`src/shared/nv_config_defines.svh`:
```
// constants for the configuration word map and the fault duty logic
// assumes word indices on the bus, byte address = index * 4
`ifndef NV_CONFIG_DEFINES_SVH
`define NV_CONFIG_DEFINES_SVH

// word indices
`define IDX_PWM_FAULT_ENABLE   8'h18
`define IDX_QUAD_OUTPUT_CTRL   8'h19
`define IDX_FAULT_FLAG_MASK    8'h1a
`define IDX_PWM_INTERFACE_CTRL 8'h1b
`define IDX_POSITION_CONFIG    8'h1c
`define IDX_TURNS_CONFIG       8'h1d
`define IDX_GENERAL_CONFIG     8'h1e
`define IDX_USER_NV_SPACE      8'h1f
`define IDX_NV_FIRST           8'h18
`define IDX_NV_LAST            8'h1f
`define IDX_SHADOW_FIRST       8'h58
`define IDX_SHADOW_LAST        8'h5e
`define IDX_UNLOCK_KEY         8'h3c
`define IDX_IRQ_STATUS         8'h40
`define IDX_IRQ_MASK           8'h41
`define IDX_FAULT_LIVE         8'h42

// word layout
`define NV_WORDS               8
`define SHADOW_WORDS           7
`define DATA_MSB               23
`define CHECK_LSB              26
`define CHECK_MSB              31
`define KEY_LSB                8
`define KEY_MSB                15
`define UNLOCKED_BIT           0

// reset values of the data bits
`define RST_PWM_FAULT_ENABLE   24'h000000
`define RST_QUAD_OUTPUT_CTRL   24'h081024
`define RST_FAULT_FLAG_MASK    24'h000000
`define RST_PWM_INTERFACE_CTRL 24'h670100
`define RST_OTHER              24'h000000

// pwm interface control fields
`define PWM_ENABLE_BIT         23
`define PWM_ERR_OUTPUT_EN_BIT  13
`define PWM_ERR_SELECT_BIT     12

// fault vector, bit n of the enable word
`define FAULT_COUNT            13
`define FAULT_MSB              12

// duty in 1/160 of a period: base + step * fault bit
`define PWM_PERIOD             8'd160
`define DUTY_BASE              8'd8
`define DUTY_STEP              8'd9
`define PWM_TICK_DIV           4'd4

// unlock key codes, in order
`define KEY_CODE_1             8'h00
`define KEY_CODE_2             8'h27
`define KEY_CODE_3             8'h81
`define KEY_CODE_4             8'h1f
`define KEY_CODE_5             8'h77

// interrupt status bits
`define IRQ_BITS               3
`define IRQ_UNLOCKED           0
`define IRQ_WRITE_REFUSED      1
`define IRQ_FAULT_DUTY         2

// bus answers
`define RESP_OKAY              2'b00
`define RESP_SLVERR            2'b10
`define RESP_DECERR            2'b11

`endif

```
`src/shared/nv_config_pkg.sv`:
```
// types shared by the configuration word block
// assumes nv_config_defines.svh for the figures
package nv_config_pkg;

	typedef enum logic [2:0] {
		KEY_IDLE  = 3'b000,
		KEY_GOT_1 = 3'b001,
		KEY_GOT_2 = 3'b010,
		KEY_GOT_3 = 3'b011,
		KEY_GOT_4 = 3'b100
	} key_state_t;

	typedef logic [23:0] cfg_data_t;
	typedef logic [5:0]  check_code_t;

endpackage

```
`src/logic/nv_config_pwm_error_map.sv`:
```
// configuration words with shadow copies, unlock key, pwm fault duty override
// assumes an axi4-lite master on REF_CLK and fault levels from other clock domains
//
// Function
// (RULE1) words always readable; writes refused unless device unlocked
// (RULE2) each enable bit lets its fault force pwm duty when both error bits set
// (RULE3) bit 12 turns overflow forces 72.5 percent duty
// (RULE4) bit 11 temperature range fault forces 66.875 percent duty
// (RULE5) bit 10 field high fault forces 61.25 percent duty
// (RULE6) bit 9 clip fault forces 55.625 percent duty
// (RULE7) bit 8 correctable memory error forces 50 percent duty
// (RULE8) bit 7 field low fault forces 44.375 percent duty
// (RULE9) bit 6 undervoltage fault forces 38.75 percent duty
// (RULE10) bit 5 averaging fault forces 33.125 percent duty
// (RULE11) bit 4 zero crossing fault forces 27.5 percent duty
// (RULE12) bit 3 loop unlock fault forces 21.875 percent duty
// (RULE13) bit 2 self-test failure forces 16.25 percent duty
// (RULE14) bit 1 uncorrectable memory error forces 10.625 percent duty
// (RULE15) bit 0 oscillator fault forces 5 percent duty
// (RULE16) host unlocks by five key writes 00 27 81 1f 77; flag reports it
// (RULE17) each word but user space has a shadow; check code in upper bits
// (RULE18) several active faults: highest enabled fault bit sets the duty
`include "nv_config_defines.svh"
`timescale 1ns/1ns

module nv_config_pwm_error_map (
	// clock and reset
	input  wire logic        REF_CLK,
	input  wire logic        RST_B,
	// axi4-lite write address
	input  wire logic [11:0] S_AXI_AWADDR,
	input  wire logic        S_AXI_AWVALID,
	output logic             S_AXI_AWREADY,
	// axi4-lite write data
	input  wire logic [31:0] S_AXI_WDATA,
	input  wire logic [3:0]  S_AXI_WSTRB,
	input  wire logic        S_AXI_WVALID,
	output logic             S_AXI_WREADY,
	// axi4-lite write response
	output logic [1:0]       S_AXI_BRESP,
	output logic             S_AXI_BVALID,
	input  wire logic        S_AXI_BREADY,
	// axi4-lite read address
	input  wire logic [11:0] S_AXI_ARADDR,
	input  wire logic        S_AXI_ARVALID,
	output logic             S_AXI_ARREADY,
	// axi4-lite read data
	output logic [31:0]      S_AXI_RDATA,
	output logic [1:0]       S_AXI_RRESP,
	output logic             S_AXI_RVALID,
	input  wire logic        S_AXI_RREADY,
	// fault levels, bit n matches enable bit n
	input  wire logic [12:0] FAULT_IN,
	// duty used when no fault overrides, in 1/160 of a period
	input  wire logic [7:0]  NORMAL_DUTY,
	// outputs
	output logic             PWM_OUT,
	output logic             IRQ
);

	////////////////////////////////////////////////////////////////////////
	// storage

	logic [31:0]                 nv_reg [`NV_WORDS];
	logic [31:0]                 shadow_reg [`SHADOW_WORDS];
	logic                        unlocked_reg;
	nv_config_pkg::key_state_t   key_state_reg;
	logic [`IRQ_BITS-1:0]        irq_status_reg;
	logic [`IRQ_BITS-1:0]        irq_mask_reg;

	// check code: parity of each nibble of the data bits
	function automatic nv_config_pkg::check_code_t check_code(input nv_config_pkg::cfg_data_t d);
		check_code = {^d[23:20], ^d[19:16], ^d[15:12], ^d[11:8], ^d[7:4], ^d[3:0]};
	endfunction

	function automatic logic [31:0] make_word(input nv_config_pkg::cfg_data_t d);
		make_word = {check_code(d), 2'b00, d};
	endfunction

	function automatic nv_config_pkg::cfg_data_t reset_data(input logic [7:0] idx);
		case (idx)
			`IDX_PWM_FAULT_ENABLE:   reset_data = `RST_PWM_FAULT_ENABLE;
			`IDX_QUAD_OUTPUT_CTRL:   reset_data = `RST_QUAD_OUTPUT_CTRL;
			`IDX_FAULT_FLAG_MASK:    reset_data = `RST_FAULT_FLAG_MASK;
			`IDX_PWM_INTERFACE_CTRL: reset_data = `RST_PWM_INTERFACE_CTRL;
			default:                 reset_data = `RST_OTHER;
		endcase
	endfunction

	////////////////////////////////////////////////////////////////////////
	// fault synchroniser

	logic [12:0] fault_meta_reg;
	logic [12:0] fault_sync_reg;

	always_ff @(posedge REF_CLK or negedge RST_B) begin
		if (!RST_B) begin
			fault_meta_reg <= 13'h0000;
			fault_sync_reg <= 13'h0000;
		end else begin
			fault_meta_reg <= FAULT_IN;
			fault_sync_reg <= fault_meta_reg;
		end
	end

	////////////////////////////////////////////////////////////////////////
	// axi write channel

	logic        aw_held_reg;
	logic [11:0] aw_addr_reg;
	logic        w_held_reg;
	logic [31:0] w_data_reg;
	logic [3:0]  w_strb_reg;
	logic        wr_go;
	logic [7:0]  wr_idx;
	logic [31:0] wr_mask;
	logic        wr_nv;
	logic        wr_shadow;
	logic        wr_key;
	logic        wr_refused;

	assign wr_go   = aw_held_reg && w_held_reg && !S_AXI_BVALID;
	assign wr_idx  = aw_addr_reg[9:2];
	assign wr_mask = {{8{w_strb_reg[3]}}, {8{w_strb_reg[2]}}, {8{w_strb_reg[1]}}, {8{w_strb_reg[0]}}};
	assign wr_nv     = (wr_idx >= `IDX_NV_FIRST) && (wr_idx <= `IDX_NV_LAST);
	assign wr_shadow = (wr_idx >= `IDX_SHADOW_FIRST) && (wr_idx <= `IDX_SHADOW_LAST);
	assign wr_key    = (wr_idx == `IDX_UNLOCK_KEY);
	assign wr_refused = wr_go && (wr_nv || wr_shadow) && !unlocked_reg; // RULE1

	always_ff @(posedge REF_CLK or negedge RST_B) begin
		if (!RST_B) begin
			aw_held_reg   <= 1'b0;
			aw_addr_reg   <= 12'h000;
			S_AXI_AWREADY <= 1'b1;
		end else if (S_AXI_AWVALID && S_AXI_AWREADY) begin
			aw_held_reg   <= 1'b1;
			aw_addr_reg   <= S_AXI_AWADDR;
			S_AXI_AWREADY <= 1'b0;
		end else if (S_AXI_BVALID && S_AXI_BREADY) begin
			aw_held_reg   <= 1'b0;
			S_AXI_AWREADY <= 1'b1;
		end
	end

	always_ff @(posedge REF_CLK or negedge RST_B) begin
		if (!RST_B) begin
			w_held_reg   <= 1'b0;
			w_data_reg   <= 32'h00000000;
			w_strb_reg   <= 4'h0;
			S_AXI_WREADY <= 1'b1;
		end else if (S_AXI_WVALID && S_AXI_WREADY) begin
			w_held_reg   <= 1'b1;
			w_data_reg   <= S_AXI_WDATA;
			w_strb_reg   <= S_AXI_WSTRB;
			S_AXI_WREADY <= 1'b0;
		end else if (S_AXI_BVALID && S_AXI_BREADY) begin
			w_held_reg   <= 1'b0;
			S_AXI_WREADY <= 1'b1;
		end
	end

	always_ff @(posedge REF_CLK or negedge RST_B) begin
		if (!RST_B) begin
			S_AXI_BVALID <= 1'b0;
			S_AXI_BRESP  <= `RESP_OKAY;
		end else if (wr_go) begin
			S_AXI_BVALID <= 1'b1;
			if (wr_refused)
				S_AXI_BRESP <= `RESP_SLVERR;
			else if (wr_nv || wr_shadow || wr_key || wr_idx == `IDX_IRQ_STATUS || wr_idx == `IDX_IRQ_MASK)
				S_AXI_BRESP <= `RESP_OKAY;
			else
				S_AXI_BRESP <= `RESP_DECERR;
		end else if (S_AXI_BREADY) begin
			S_AXI_BVALID <= 1'b0;
		end
	end

	////////////////////////////////////////////////////////////////////////
	// configuration words and shadows

	nv_config_pkg::cfg_data_t nv_merged;
	nv_config_pkg::cfg_data_t shadow_merged;

	// only the data lanes are merged; the check code is rebuilt from them
	assign nv_merged     = (nv_reg[3'(wr_idx)][`DATA_MSB:0] & ~wr_mask[`DATA_MSB:0])
		| (w_data_reg[`DATA_MSB:0] & wr_mask[`DATA_MSB:0]);
	assign shadow_merged = (shadow_reg[3'(wr_idx)][`DATA_MSB:0] & ~wr_mask[`DATA_MSB:0])
		| (w_data_reg[`DATA_MSB:0] & wr_mask[`DATA_MSB:0]);

	// check bits are computed, written check bits are dropped
	always_ff @(posedge REF_CLK or negedge RST_B) begin
		if (!RST_B) begin
			for (int i = 0; i < `NV_WORDS; i++)
				nv_reg[i] <= make_word(reset_data(`IDX_NV_FIRST + 8'(i)));
		end else if (wr_go && wr_nv && unlocked_reg) begin // RULE1
			nv_reg[3'(wr_idx)] <= make_word(nv_merged); // RULE17
		end
	end

	// user space has no shadow: shadow range stops one word short
	always_ff @(posedge REF_CLK or negedge RST_B) begin
		if (!RST_B) begin
			for (int i = 0; i < `SHADOW_WORDS; i++)
				shadow_reg[i] <= make_word(reset_data(`IDX_NV_FIRST + 8'(i)));
		end else if (wr_go && wr_shadow && unlocked_reg) begin // RULE1
			shadow_reg[3'(wr_idx)] <= make_word(shadow_merged); // RULE17
		end
	end

	////////////////////////////////////////////////////////////////////////
	// unlock key sequence

	logic [7:0] key_byte;
	logic       key_write;
	logic       key_match;
	logic       unlock_event;
	nv_config_pkg::key_state_t key_restart;

	assign key_byte  = w_data_reg[`KEY_MSB:`KEY_LSB];
	assign key_restart = (key_byte == `KEY_CODE_1) ? nv_config_pkg::KEY_GOT_1 : nv_config_pkg::KEY_IDLE;
	assign key_write = wr_go && wr_key && w_strb_reg[1];

	always_comb begin
		case (key_state_reg)
			nv_config_pkg::KEY_IDLE:  key_match = (key_byte == `KEY_CODE_1);
			nv_config_pkg::KEY_GOT_1: key_match = (key_byte == `KEY_CODE_2);
			nv_config_pkg::KEY_GOT_2: key_match = (key_byte == `KEY_CODE_3);
			nv_config_pkg::KEY_GOT_3: key_match = (key_byte == `KEY_CODE_4);
			nv_config_pkg::KEY_GOT_4: key_match = (key_byte == `KEY_CODE_5);
			default:                  key_match = 1'b0;
		endcase
	end

	assign unlock_event = key_write && key_match && (key_state_reg == nv_config_pkg::KEY_GOT_4);

	// a wrong code restarts the sequence; a first code may begin it again at once
	always_ff @(posedge REF_CLK or negedge RST_B) begin
		if (!RST_B) begin
			key_state_reg <= nv_config_pkg::KEY_IDLE;
		end else if (key_write) begin // RULE16
			case (key_state_reg)
				nv_config_pkg::KEY_IDLE:  key_state_reg <= key_match ? nv_config_pkg::KEY_GOT_1 : nv_config_pkg::KEY_IDLE;
				nv_config_pkg::KEY_GOT_1: key_state_reg <= key_match ? nv_config_pkg::KEY_GOT_2 : key_restart;
				nv_config_pkg::KEY_GOT_2: key_state_reg <= key_match ? nv_config_pkg::KEY_GOT_3 : key_restart;
				nv_config_pkg::KEY_GOT_3: key_state_reg <= key_match ? nv_config_pkg::KEY_GOT_4 : key_restart;
				nv_config_pkg::KEY_GOT_4: key_state_reg <= key_match ? nv_config_pkg::KEY_IDLE : key_restart;
				default:                  key_state_reg <= nv_config_pkg::KEY_IDLE;
			endcase
		end
	end

	// any key write that does not complete the sequence locks again
	always_ff @(posedge REF_CLK or negedge RST_B) begin
		if (!RST_B)
			unlocked_reg <= 1'b0;
		else if (key_write)
			unlocked_reg <= unlock_event; // RULE16
	end

	////////////////////////////////////////////////////////////////////////
	// pwm fault override

	logic [31:0] pwm_enable_word;
	logic [31:0] pwm_iface_word;
	logic [12:0] fault_active;
	logic        override_on;
	logic [7:0]  fault_duty;
	logic        fault_hit;

	assign pwm_enable_word = shadow_reg[3'(`IDX_PWM_FAULT_ENABLE)];
	assign pwm_iface_word  = shadow_reg[3'(`IDX_PWM_INTERFACE_CTRL)];
	assign fault_active    = fault_sync_reg & pwm_enable_word[`FAULT_MSB:0]; // RULE2
	assign override_on     = pwm_iface_word[`PWM_ERR_OUTPUT_EN_BIT] && pwm_iface_word[`PWM_ERR_SELECT_BIT]; // RULE2

	// duty for bit n is base + step * n: 5 % at bit 0 up to 72.5 % at bit 12
	always_comb begin
		fault_duty = `DUTY_BASE;
		fault_hit  = 1'b0;
		for (int n = 0; n < `FAULT_COUNT; n++) begin
			if (fault_active[n]) begin // RULE18
				fault_duty = 8'(`DUTY_BASE + `DUTY_STEP * n); // RULE3 RULE4 RULE5 RULE6 RULE7 RULE8 RULE9 RULE10 RULE11 RULE12 RULE13 RULE14 RULE15
				fault_hit  = 1'b1;
			end
		end
	end

	logic [3:0] tick_div_reg;
	logic       tick;
	logic [7:0] phase_reg;
	logic [7:0] duty_reg;
	logic       fault_duty_reg;

	assign tick = (tick_div_reg == `PWM_TICK_DIV - 4'd1);

	always_ff @(posedge REF_CLK or negedge RST_B) begin
		if (!RST_B)
			tick_div_reg <= 4'h0;
		else
			tick_div_reg <= tick ? 4'h0 : tick_div_reg + 4'd1;
	end

	// duty is only taken at period start so a period is never cut short
	always_ff @(posedge REF_CLK or negedge RST_B) begin
		if (!RST_B) begin
			phase_reg      <= 8'h00;
			duty_reg       <= 8'h00;
			fault_duty_reg <= 1'b0;
		end else if (tick) begin
			if (phase_reg == `PWM_PERIOD - 8'd1) begin
				phase_reg      <= 8'h00;
				fault_duty_reg <= override_on && fault_hit;
				duty_reg       <= (override_on && fault_hit) ? fault_duty : NORMAL_DUTY; // RULE2
			end else begin
				phase_reg <= phase_reg + 8'd1;
			end
		end
	end

	always_ff @(posedge REF_CLK or negedge RST_B) begin
		if (!RST_B)
			PWM_OUT <= 1'b0;
		else
			PWM_OUT <= pwm_iface_word[`PWM_ENABLE_BIT] && (phase_reg < duty_reg);
	end

	////////////////////////////////////////////////////////////////////////
	// interrupts

	logic fault_duty_prev_reg;
	logic [`IRQ_BITS-1:0] irq_set;
	logic [`IRQ_BITS-1:0] irq_clr;

	always_ff @(posedge REF_CLK or negedge RST_B) begin
		if (!RST_B)
			fault_duty_prev_reg <= 1'b0;
		else
			fault_duty_prev_reg <= fault_duty_reg;
	end

	always_comb begin
		irq_set = '0;
		irq_set[`IRQ_UNLOCKED]      = unlock_event;
		irq_set[`IRQ_WRITE_REFUSED] = wr_refused;
		irq_set[`IRQ_FAULT_DUTY]    = fault_duty_reg && !fault_duty_prev_reg;
		irq_clr = (wr_go && wr_idx == `IDX_IRQ_STATUS && w_strb_reg[0]) ? w_data_reg[`IRQ_BITS-1:0] : '0;
	end

	// set beats a clear in the same cycle
	always_ff @(posedge REF_CLK or negedge RST_B) begin
		if (!RST_B)
			irq_status_reg <= '0;
		else
			irq_status_reg <= (irq_status_reg & ~irq_clr) | irq_set;
	end

	always_ff @(posedge REF_CLK or negedge RST_B) begin
		if (!RST_B)
			irq_mask_reg <= '0;
		else if (wr_go && wr_idx == `IDX_IRQ_MASK && w_strb_reg[0])
			irq_mask_reg <= w_data_reg[`IRQ_BITS-1:0];
	end

	always_ff @(posedge REF_CLK or negedge RST_B) begin
		if (!RST_B)
			IRQ <= 1'b0;
		else
			IRQ <= |(((irq_status_reg & ~irq_clr) | irq_set) & irq_mask_reg);
	end

	////////////////////////////////////////////////////////////////////////
	// axi read channel

	logic [7:0]  rd_idx;
	logic [31:0] rd_word;
	logic [1:0]  rd_resp;

	assign rd_idx = S_AXI_ARADDR[9:2];

	// reads need no unlock
	always_comb begin
		rd_word = 32'h00000000;
		rd_resp = `RESP_OKAY;
		if (S_AXI_ARADDR[11:10] != 2'b00)
			rd_resp = `RESP_DECERR;
		else if (rd_idx >= `IDX_NV_FIRST && rd_idx <= `IDX_NV_LAST)
			rd_word = nv_reg[3'(rd_idx)]; // RULE1
		else if (rd_idx >= `IDX_SHADOW_FIRST && rd_idx <= `IDX_SHADOW_LAST)
			rd_word = shadow_reg[3'(rd_idx)]; // RULE1
		else if (rd_idx == `IDX_UNLOCK_KEY)
			rd_word[`UNLOCKED_BIT] = unlocked_reg; // RULE16
		else if (rd_idx == `IDX_IRQ_STATUS)
			rd_word[`IRQ_BITS-1:0] = irq_status_reg;
		else if (rd_idx == `IDX_IRQ_MASK)
			rd_word[`IRQ_BITS-1:0] = irq_mask_reg;
		else if (rd_idx == `IDX_FAULT_LIVE)
			rd_word = {18'h00000, fault_duty_reg, fault_sync_reg};
		else
			rd_resp = `RESP_DECERR;
	end

	always_ff @(posedge REF_CLK or negedge RST_B) begin
		if (!RST_B) begin
			S_AXI_ARREADY <= 1'b1;
			S_AXI_RVALID  <= 1'b0;
			S_AXI_RDATA   <= 32'h00000000;
			S_AXI_RRESP   <= `RESP_OKAY;
		end else if (S_AXI_ARVALID && S_AXI_ARREADY) begin
			S_AXI_ARREADY <= 1'b0;
			S_AXI_RVALID  <= 1'b1;
			S_AXI_RDATA   <= rd_word;
			S_AXI_RRESP   <= rd_resp;
		end else if (S_AXI_RVALID && S_AXI_RREADY) begin
			S_AXI_ARREADY <= 1'b1;
			S_AXI_RVALID  <= 1'b0;
		end
	end

endmodule

```
`config.mk`:
```
export PLATFORM = sky130hd
export DESIGN_NAME = nv_config_pwm_error_map
export DESIGN_NICKNAME = d
export VERILOG_FILES = /design/src/shared/nv_config_pkg.sv /design/src/logic/nv_config_pwm_error_map.sv
export VERILOG_INCLUDE_DIRS = /design/src /design/src/shared
export SDC_FILE = /design/constraint.sdc
export NUM_CORES = 1
export LEC_CHECK = 0
export BUFFER_PORTS_ARGS = -buffer_cell sky130_fd_sc_hd__buf_2
export CAP_MARGIN = 20
export CORE_ASPECT_RATIO = 0.7
export CORE_MARGIN = 1
export CORE_UTILIZATION = 55
export DETAILED_ROUTE_END_ITERATION = 10
export PLACE_DENSITY_LB_ADDON = 0.3
export SLEW_MARGIN = 10
export SYNTH_ARGS = -nofsm -noshare
export SYNTH_HDL_FRONTEND = slang
export SYNTH_SLANG_ARGS = --single-unit
```
`constraint.sdc`:
```
create_clock -name REF_CLK -period 2.6 [get_ports REF_CLK]
set_input_delay 0.78 -clock REF_CLK [delete_from_list [all_inputs] [get_ports REF_CLK]]
set_output_delay 0.78 -clock REF_CLK [all_outputs]
set_load 0.02 [all_outputs]
```
==> results of run 1 <==
cell usage after synthesis, types with 33 or more instances:
cell type	n
nand2_1	324
mux2_2	250
mux2i_1	138
mux4_2	162
a21oi_1	79
nor2_1	88
clkbuf_1	96
buf_2	47
dfstp_2	35
inv_1	33
dfrtp_1	550
o21ai_0	246
cell type report:
| type | instances | area share |
|---|---|---|
| tap | 684 | 0.0249 |
| antenna | 1 | 0.0000728 |
| multi-input combinational | 1606 | 0.403 |
| clock inverter | 23 | 0.00841 |
| sequential | 585 | 0.427 |
| timing repair buffer | 335 | 0.0842 |
| inverter | 34 | 0.00371 |
| clock buffer | 79 | 0.0480 |
cells by family (layout without fill, tap and decap cells):
logic type	count (synthesis)	after routing	share of synthesized area
AOI/OAI and AO/OA	511	511	0.108
xor gates and xnor gates	44	44	0.0177
adders and majority gates	10	10	0.00418
buffers and inverters	212	471	0.0334
DFF	585	585	0.500
muxes	550	550	0.267
other	1	3	0.000128
and+or+nand+nor	489	489	0.0696
power groups by stage:
stage,clock network (uW),logic (uW),registers [uW]
final,8640,10400,10100
after global routing,9130,10900,10100
after CTS,8750,9870,10000
after detailed placement,0,9380,10300
after global placement,0,9160,10200
after floorplan,0,5850,9900
layer usage:
metal / part of all wire / routed length, um
met4: 0.030 / 2490
met2: 0.46 / 37500
met3: 0.089 / 7330
met5: 0 / 0
met1: 0.43 / 35000
per-stage QoR:
stage               area [um2]  hold slack (ns)  instances
CTS                      34200            0.131       3343
global placement         32200            0.336       3236
detailed placement       32200            0.335       3236
finish                   34400            0.129       3347
global route             34400            0.143       3346
floorplan                29400            0.331       2403
worst max-delay path, stage by stage (launching register included):
cell	delay, ns
dfrtp_4	0.49
buf_12	0.16
buf_12	0.18
nor2b_4	0.28
buf_4	0.17
nand2_1	0.04
o211a_1	0.15
o31ai_4	0.25
xor2_2	0.23
xnor2_2	0.15
mux2_2	0.30
worst max-delay path by stage:
stage	endpoint	slack, ns	cells past startpoint
CTS	pwm_iface_word[27]	0.05	9
global placement	S_AXI_RDATA[9]	-0.16	8
floorplan	S_AXI_RDATA[27]	0.003	6
global route	shadow_reg[58]	-0.03	9
detailed placement	S_AXI_RDATA[8]	-0.22	7
finish	pwm_enable_word[31]	0.05	10
what timing repair did:
action | 4_1_cts | 5_1_grt
pin swaps | 2 | 10
cloned | 0 | 1
buffers inserted | 5 | 2
setup endpoints to repair | 120 | 57
gates resized for setup | 5 | 22
==> impl_metrics.csv, run 1 <==
group,metric,value,unit
finish,layout_common_cells,"547 x dfrtp_1, 324 x nand2_1, 250 x mux2_2, 240 x o21ai_0, 173 x buf_4",
timing,tightest_slew,0.639,ns
grt,grt_pass1_wl,128,mm
clock_tree,cts_tree,"built",
clock_tree,cts-root-buf,"clkbuf_16",
setup_path,startpoint,"aw_addr_reg[2]",
detailed_routing,ant_nets,0,
die,core-area,52500,um2
power_and_ir_drop,powerDensity,846,nW/um2
timing,finalSetupViolCount,0,
die,pin_count,131,
timing,setup_tns,0,ns
timing,fin_crit,2.55,ns
setup_path,required,3.09,ns
finish,area.sequential,14700,um2
synthesis,yosysUniqueCellTypes,74,
synthesis,syn_area_per_cell,12.2,um2
detailed_routing,drt-vias-per-instance,6.33,
synthesis,syn_inst,2402,
power_and_ir_drop,p_sw,10300,uW
setup_path,arrival,3.04,ns
clock_tree,cts_max_level,2,
power_and_ir_drop,power_frac_clock,0.297,
timing,finalWorstSetupSlack,0.0505,ns
setup_path,worstRegToRegCells,10,
power_and_ir_drop,internal_power,18800,uW
power_and_ir_drop,pwr-share-comb,0.357,
finish,fin_nets,2715,
setup_path,worstSetupEndpointType,"flip-flop",
finish,nFillCells,3795,
power_and_ir_drop,ir_drop,556,uV
place,hpwl,55.2,mm
timing,min_period_over_period,0.981,
clock_tree,clock-sinks,585,
synthesis,yosys_warnings,0,
synthesis,synthTopCellsByArea,"dfrtp_1 47%, mux4_2 12%, mux2_2 9.6%, mux2i_1 4.7%, o21ai_0 4.2%",
grt,grt.total_usage,0.310,
setup_path,r2r_end,"pwm_enable_word[31]",
synthesis,yosysTopAreaCellShare,0.469,
die,die-width,278,um
detailed_routing,vias,21200,
die,initial_core_util,0.560,
finish,final_common_cell,"dfrtp_1",
synthesis,ys_seq_area_frac,0.500,
place,globalplace.congestion,0.919,
finish,multiInputGateArea,13900,um2
power_and_ir_drop,seqPwrFrac,0.347,
synthesis,synth_edf_count,0,
clock_tree,cts_hold_buf,0,
die,rows,70,
grt,met1_usage,0.438,
synthesis,ys.flop_type,"dfrtp_1",
finish,synthToLayoutAreaGrowth,17.1,%
setup_path,rr_startpoint,"aw_addr_reg[2]",
clock_tree,path_clk_slew,0.06,ns
grt,busiest_layer,"met2",
finish,fin_util,0.655,
detailed_routing,first_iter_violations,2015,
min_path,min_path_type,"input port to async pin",
synthesis,synth_area,29400,um2
timing,slew_headroom,0.574,
power_and_ir_drop,swShare,0.353,
grt,grt_pass1_vias,21900,
die,die_y,195,um
power_and_ir_drop,p_leak,0.0155,uW
timing,fin_skew,0.0201,ns
grt,met3_usage,0.0720,
timing,slew_viol_final,0,
setup_path,r2r_slack,0.05,ns
detailed_routing,drc_errors,0,
finish,largest_register_ffs,240,
timing,fmax,392,MHz
synthesis,synth_seq_cells,585,
clock_tree,clk_latency,0.63,ns
grt,antenna_found_initial,1,
power_and_ir_drop,power,29100,uW
timing,hold_viol,0,
synthesis,yosysTopAreaCell,"dfrtp_1",
setup_path,crit_fanout,21,
grt,grt-ovfl-total,0,
detailed_routing,wl_per_cell,24.6,um
clock_tree,cts_buffers,56,
timing,rsz0062_at_grt,"true",
setup_path,worstSetupStartpointType,"flip-flop",
status,status,"finished, final reports clean",
finish,drive_gt1_frac,0.367,
clock_tree,clockBufferDepth,3,
grt,grtUsageMet2,0.477,
setup_path,worstSetupPathType,"flip-flop to flip-flop",
grt,grt_start_max_net_pins,64,
detailed_routing,wirelength,82.3,mm
run,maxCapViolCount,0,
place,portBuffers,113,
detailed_routing,drtPass1Iterations,5,
synthesis,async_reset_ff_frac,1.00,
place,dp_slack,-0.215,ns
die,dieArea,54300,um2
No activity file was read; power rests on OpenSTA's default activity.
==> inputs of run 2 (changes only) <==
--- a/config.mk
+++ b/config.mk
@@ -9,9 +9,10 @@
 export BUFFER_PORTS_ARGS = -buffer_cell sky130_fd_sc_hd__buf_2
 export CAP_MARGIN = 20
 export CORE_ASPECT_RATIO = 0.7
-export CORE_MARGIN = 1
+export CORE_MARGIN = 3
 export CORE_UTILIZATION = 55
 export DETAILED_ROUTE_END_ITERATION = 10
+export MAX_ROUTING_LAYER = met4
 export PLACE_DENSITY_LB_ADDON = 0.3
 export SLEW_MARGIN = 10
 export SYNTH_ARGS = -nofsm -noshare
==> constraint.sdc (replaced) <==
create_clock -name REF_CLK -period 2.4 [get_ports REF_CLK]
set_input_delay 0.72 -clock REF_CLK [delete_from_list [all_inputs] [get_ports REF_CLK]]
set_output_delay 0.72 -clock REF_CLK [all_outputs]
set_load 0.02 [all_outputs]
==> impl_metrics.csv, run 2 (same netlist as run 1, synthesis figures left out) <==
group,metric,value,unit
timing,finalSetupViolCount,114,
grt,grt.total_usage,0.319,
setup_path,arrival,3.05,ns
timing,finalWorstSetupSlack,-0.164,ns
die,dieArea,56200,um2
finish,synthToLayoutAreaGrowth,24.2,%
setup_path,crit_fanout,8,
timing,slew_headroom,0.573,
die,rows,70,
clock_tree,cts_tree,"built",
detailed_routing,wirelength,90.1,mm
place,portBuffers,113,
clock_tree,clk_latency,0.61,ns
status,violations,"negative setup slack",
power_and_ir_drop,p_leak,0.0164,uW
grt,grt_pass1_vias,22200,
timing,rsz0062_at_grt,"true",
run,maxCapViolCount,0,
finish,fin_nets,2805,
timing,tightest_slew,0.638,ns
grt,grt-ovfl-total,0,
timing,hold_viol,0,
clock_tree,cts-root-buf,"clkbuf_16",
place,globalplace.congestion,0.935,
finish,area.sequential,14700,um2
setup_path,r2r_slack,-0.16,ns
clock_tree,clockBufferDepth,3,
die,die-width,282,um
power_and_ir_drop,powerDensity,922,nW/um2
power_and_ir_drop,ir_drop,793,uV
finish,layout_common_cells,"546 x dfrtp_1, 318 x nand2_1, 236 x o21ai_0, 204 x buf_4, 162 x mux4_2",
finish,largest_register_ffs,240,
finish,multiInputGateArea,14700,um2
setup_path,required,2.89,ns
timing,min_period_over_period,1.07,
grt,grt_pass1_wl,132,mm
detailed_routing,drt-vias-per-instance,6.44,
setup_path,worstSetupEndpointType,"flip-flop",
clock_tree,path_clk_slew,0.07,ns
detailed_routing,first_iter_violations,2474,
setup_path,r2r_end,"shadow_reg[26]",
detailed_routing,vias,22200,
setup_path,crit_path_max_incr_delay,0.52,ns
die,core-area,52500,um2
status,status,"finished with violations",
detailed_routing,ant_nets,0,
clock_tree,cts_hold_buf,0,
finish,drive_gt1_frac,0.407,
die,initial_core_util,0.560,
grt,antenna_found_initial,1,
place,hpwl,55.9,mm
finish,final_common_cell,"dfrtp_1",
clock_tree,clock-sinks,585,
min_path,min_path_type,"input port to async pin",
clock_tree,cts_buffers,55,
finish,nFillCells,3489,
setup_path,worstRegToRegCells,9,
setup_path,worstSetupStartpointType,"flip-flop",
detailed_routing,drc_errors,0,
die,pin_count,131,
timing,slew_viol_final,0,
detailed_routing,drtPass1Iterations,5,
timing,fmax,390,MHz
setup_path,crit_chain,"buf_12 > buf_12 > mux4_2 > o21ai_2 > o21ai_2 > xnor2_1 > buf_4 > xnor2_4 > mux2_2",
detailed_routing,wl_per_cell,26.2,um
timing,fin_crit,2.56,ns
setup_path,worstSetupPathType,"flip-flop to flip-flop",
finish,instances_no_fill,3439,
finish,antenna_cells,0,
die,die_y,199,um
place,dp_cells,3268,
timing,holdWs,0.0665,ns
setup_path,cp_slowest_cell,"mux4_2",
setup_path,rr_startpoint,"aw_addr_reg[2]",
grt,grt_start_max_net_pins,69,
clock_tree,cts_max_level,2,
timing,fin_skew,0.0220,ns
## run 2: worst max-delay path by stage
stage,from,end,slack (ns)
finish,aw_addr_reg[2],shadow_reg[26],-0.16
global route,aw_addr_reg[2],pwm_iface_word[26],-0.20
CTS,aw_addr_reg[2],pwm_iface_word[29],-0.07
detailed placement,S_AXI_ARADDR[7],S_AXI_RDATA[11],-0.38
global placement,S_AXI_ARADDR[7],S_AXI_RDATA[11],-0.35
floorplan,S_AXI_ARADDR[7],S_AXI_RDATA[18],0.005
## run 2: through the flow
step / worst slack (ns) / total power (uW) / util / setup TNS [ns] / instance area, um2
floorplan: 0.00490 / 17100 / - / 0 / 29400
CTS: -0.0740 / 32400 / 0.673 / -1.95 / 35300
detailed placement: -0.377 / 21700 / 0.623 / -19.96 / 32700
global placement: -0.348 / 21500 / 0.623 / -16.89 / 32700
global route: -0.201 / 34900 / 0.695 / -17.32 / 36500
finish: -0.164 / 33600 / 0.695 / -6.29 / 36500
## run 2: layout make-up
| type | instances | share of cell area |
|---|---|---|
| Inverter | 34 | 0.00350 |
| Clock inverter | 26 | 0.00680 |
| Multi-Input combinational cell | 1606 | 0.402 |
| Timing Repair Buffer | 426 | 0.116 |
| Tap cell | 684 | 0.0235 |
| Sequential cell | 585 | 0.403 |
| Clock buffer | 78 | 0.0445 |
## run 2: metal layers
metal	routed length, um	track usage
met2	40600	0.474
met4	3080	0.100
met1	37100	0.436
met5	0	-
met3	9300	0.0805
## run 2: worst max-delay path, delay by kind of cell, from the launching register on
| kind | cells | cell delay [ns] |
|---|---|---|
| compound gates | 2 | 0.27 |
| xor+xnor | 2 | 0.35 |
| buf+inv | 3 | 0.52 |
| flops | 1 | 0.47 |
| mux | 2 | 0.82 |
## run 2: where the power goes
group	switching (uW)	internal, uW	total (uW)
Sequential	499	10300	10800
Combinational	7620	6110	13700
Clock	3940	5140	9090
Total	12100	21500	33600
## run 2: timing repair
| item | in CTS | in global routing |
|---|---|---|
| buffers inserted | 24 | 27 |
| gates resized for setup | 77 | 174 |
| setup endpoints to repair | 158 | 246 |
| cloned | 7 | 11 |
| pin swaps | 29 | 34 |
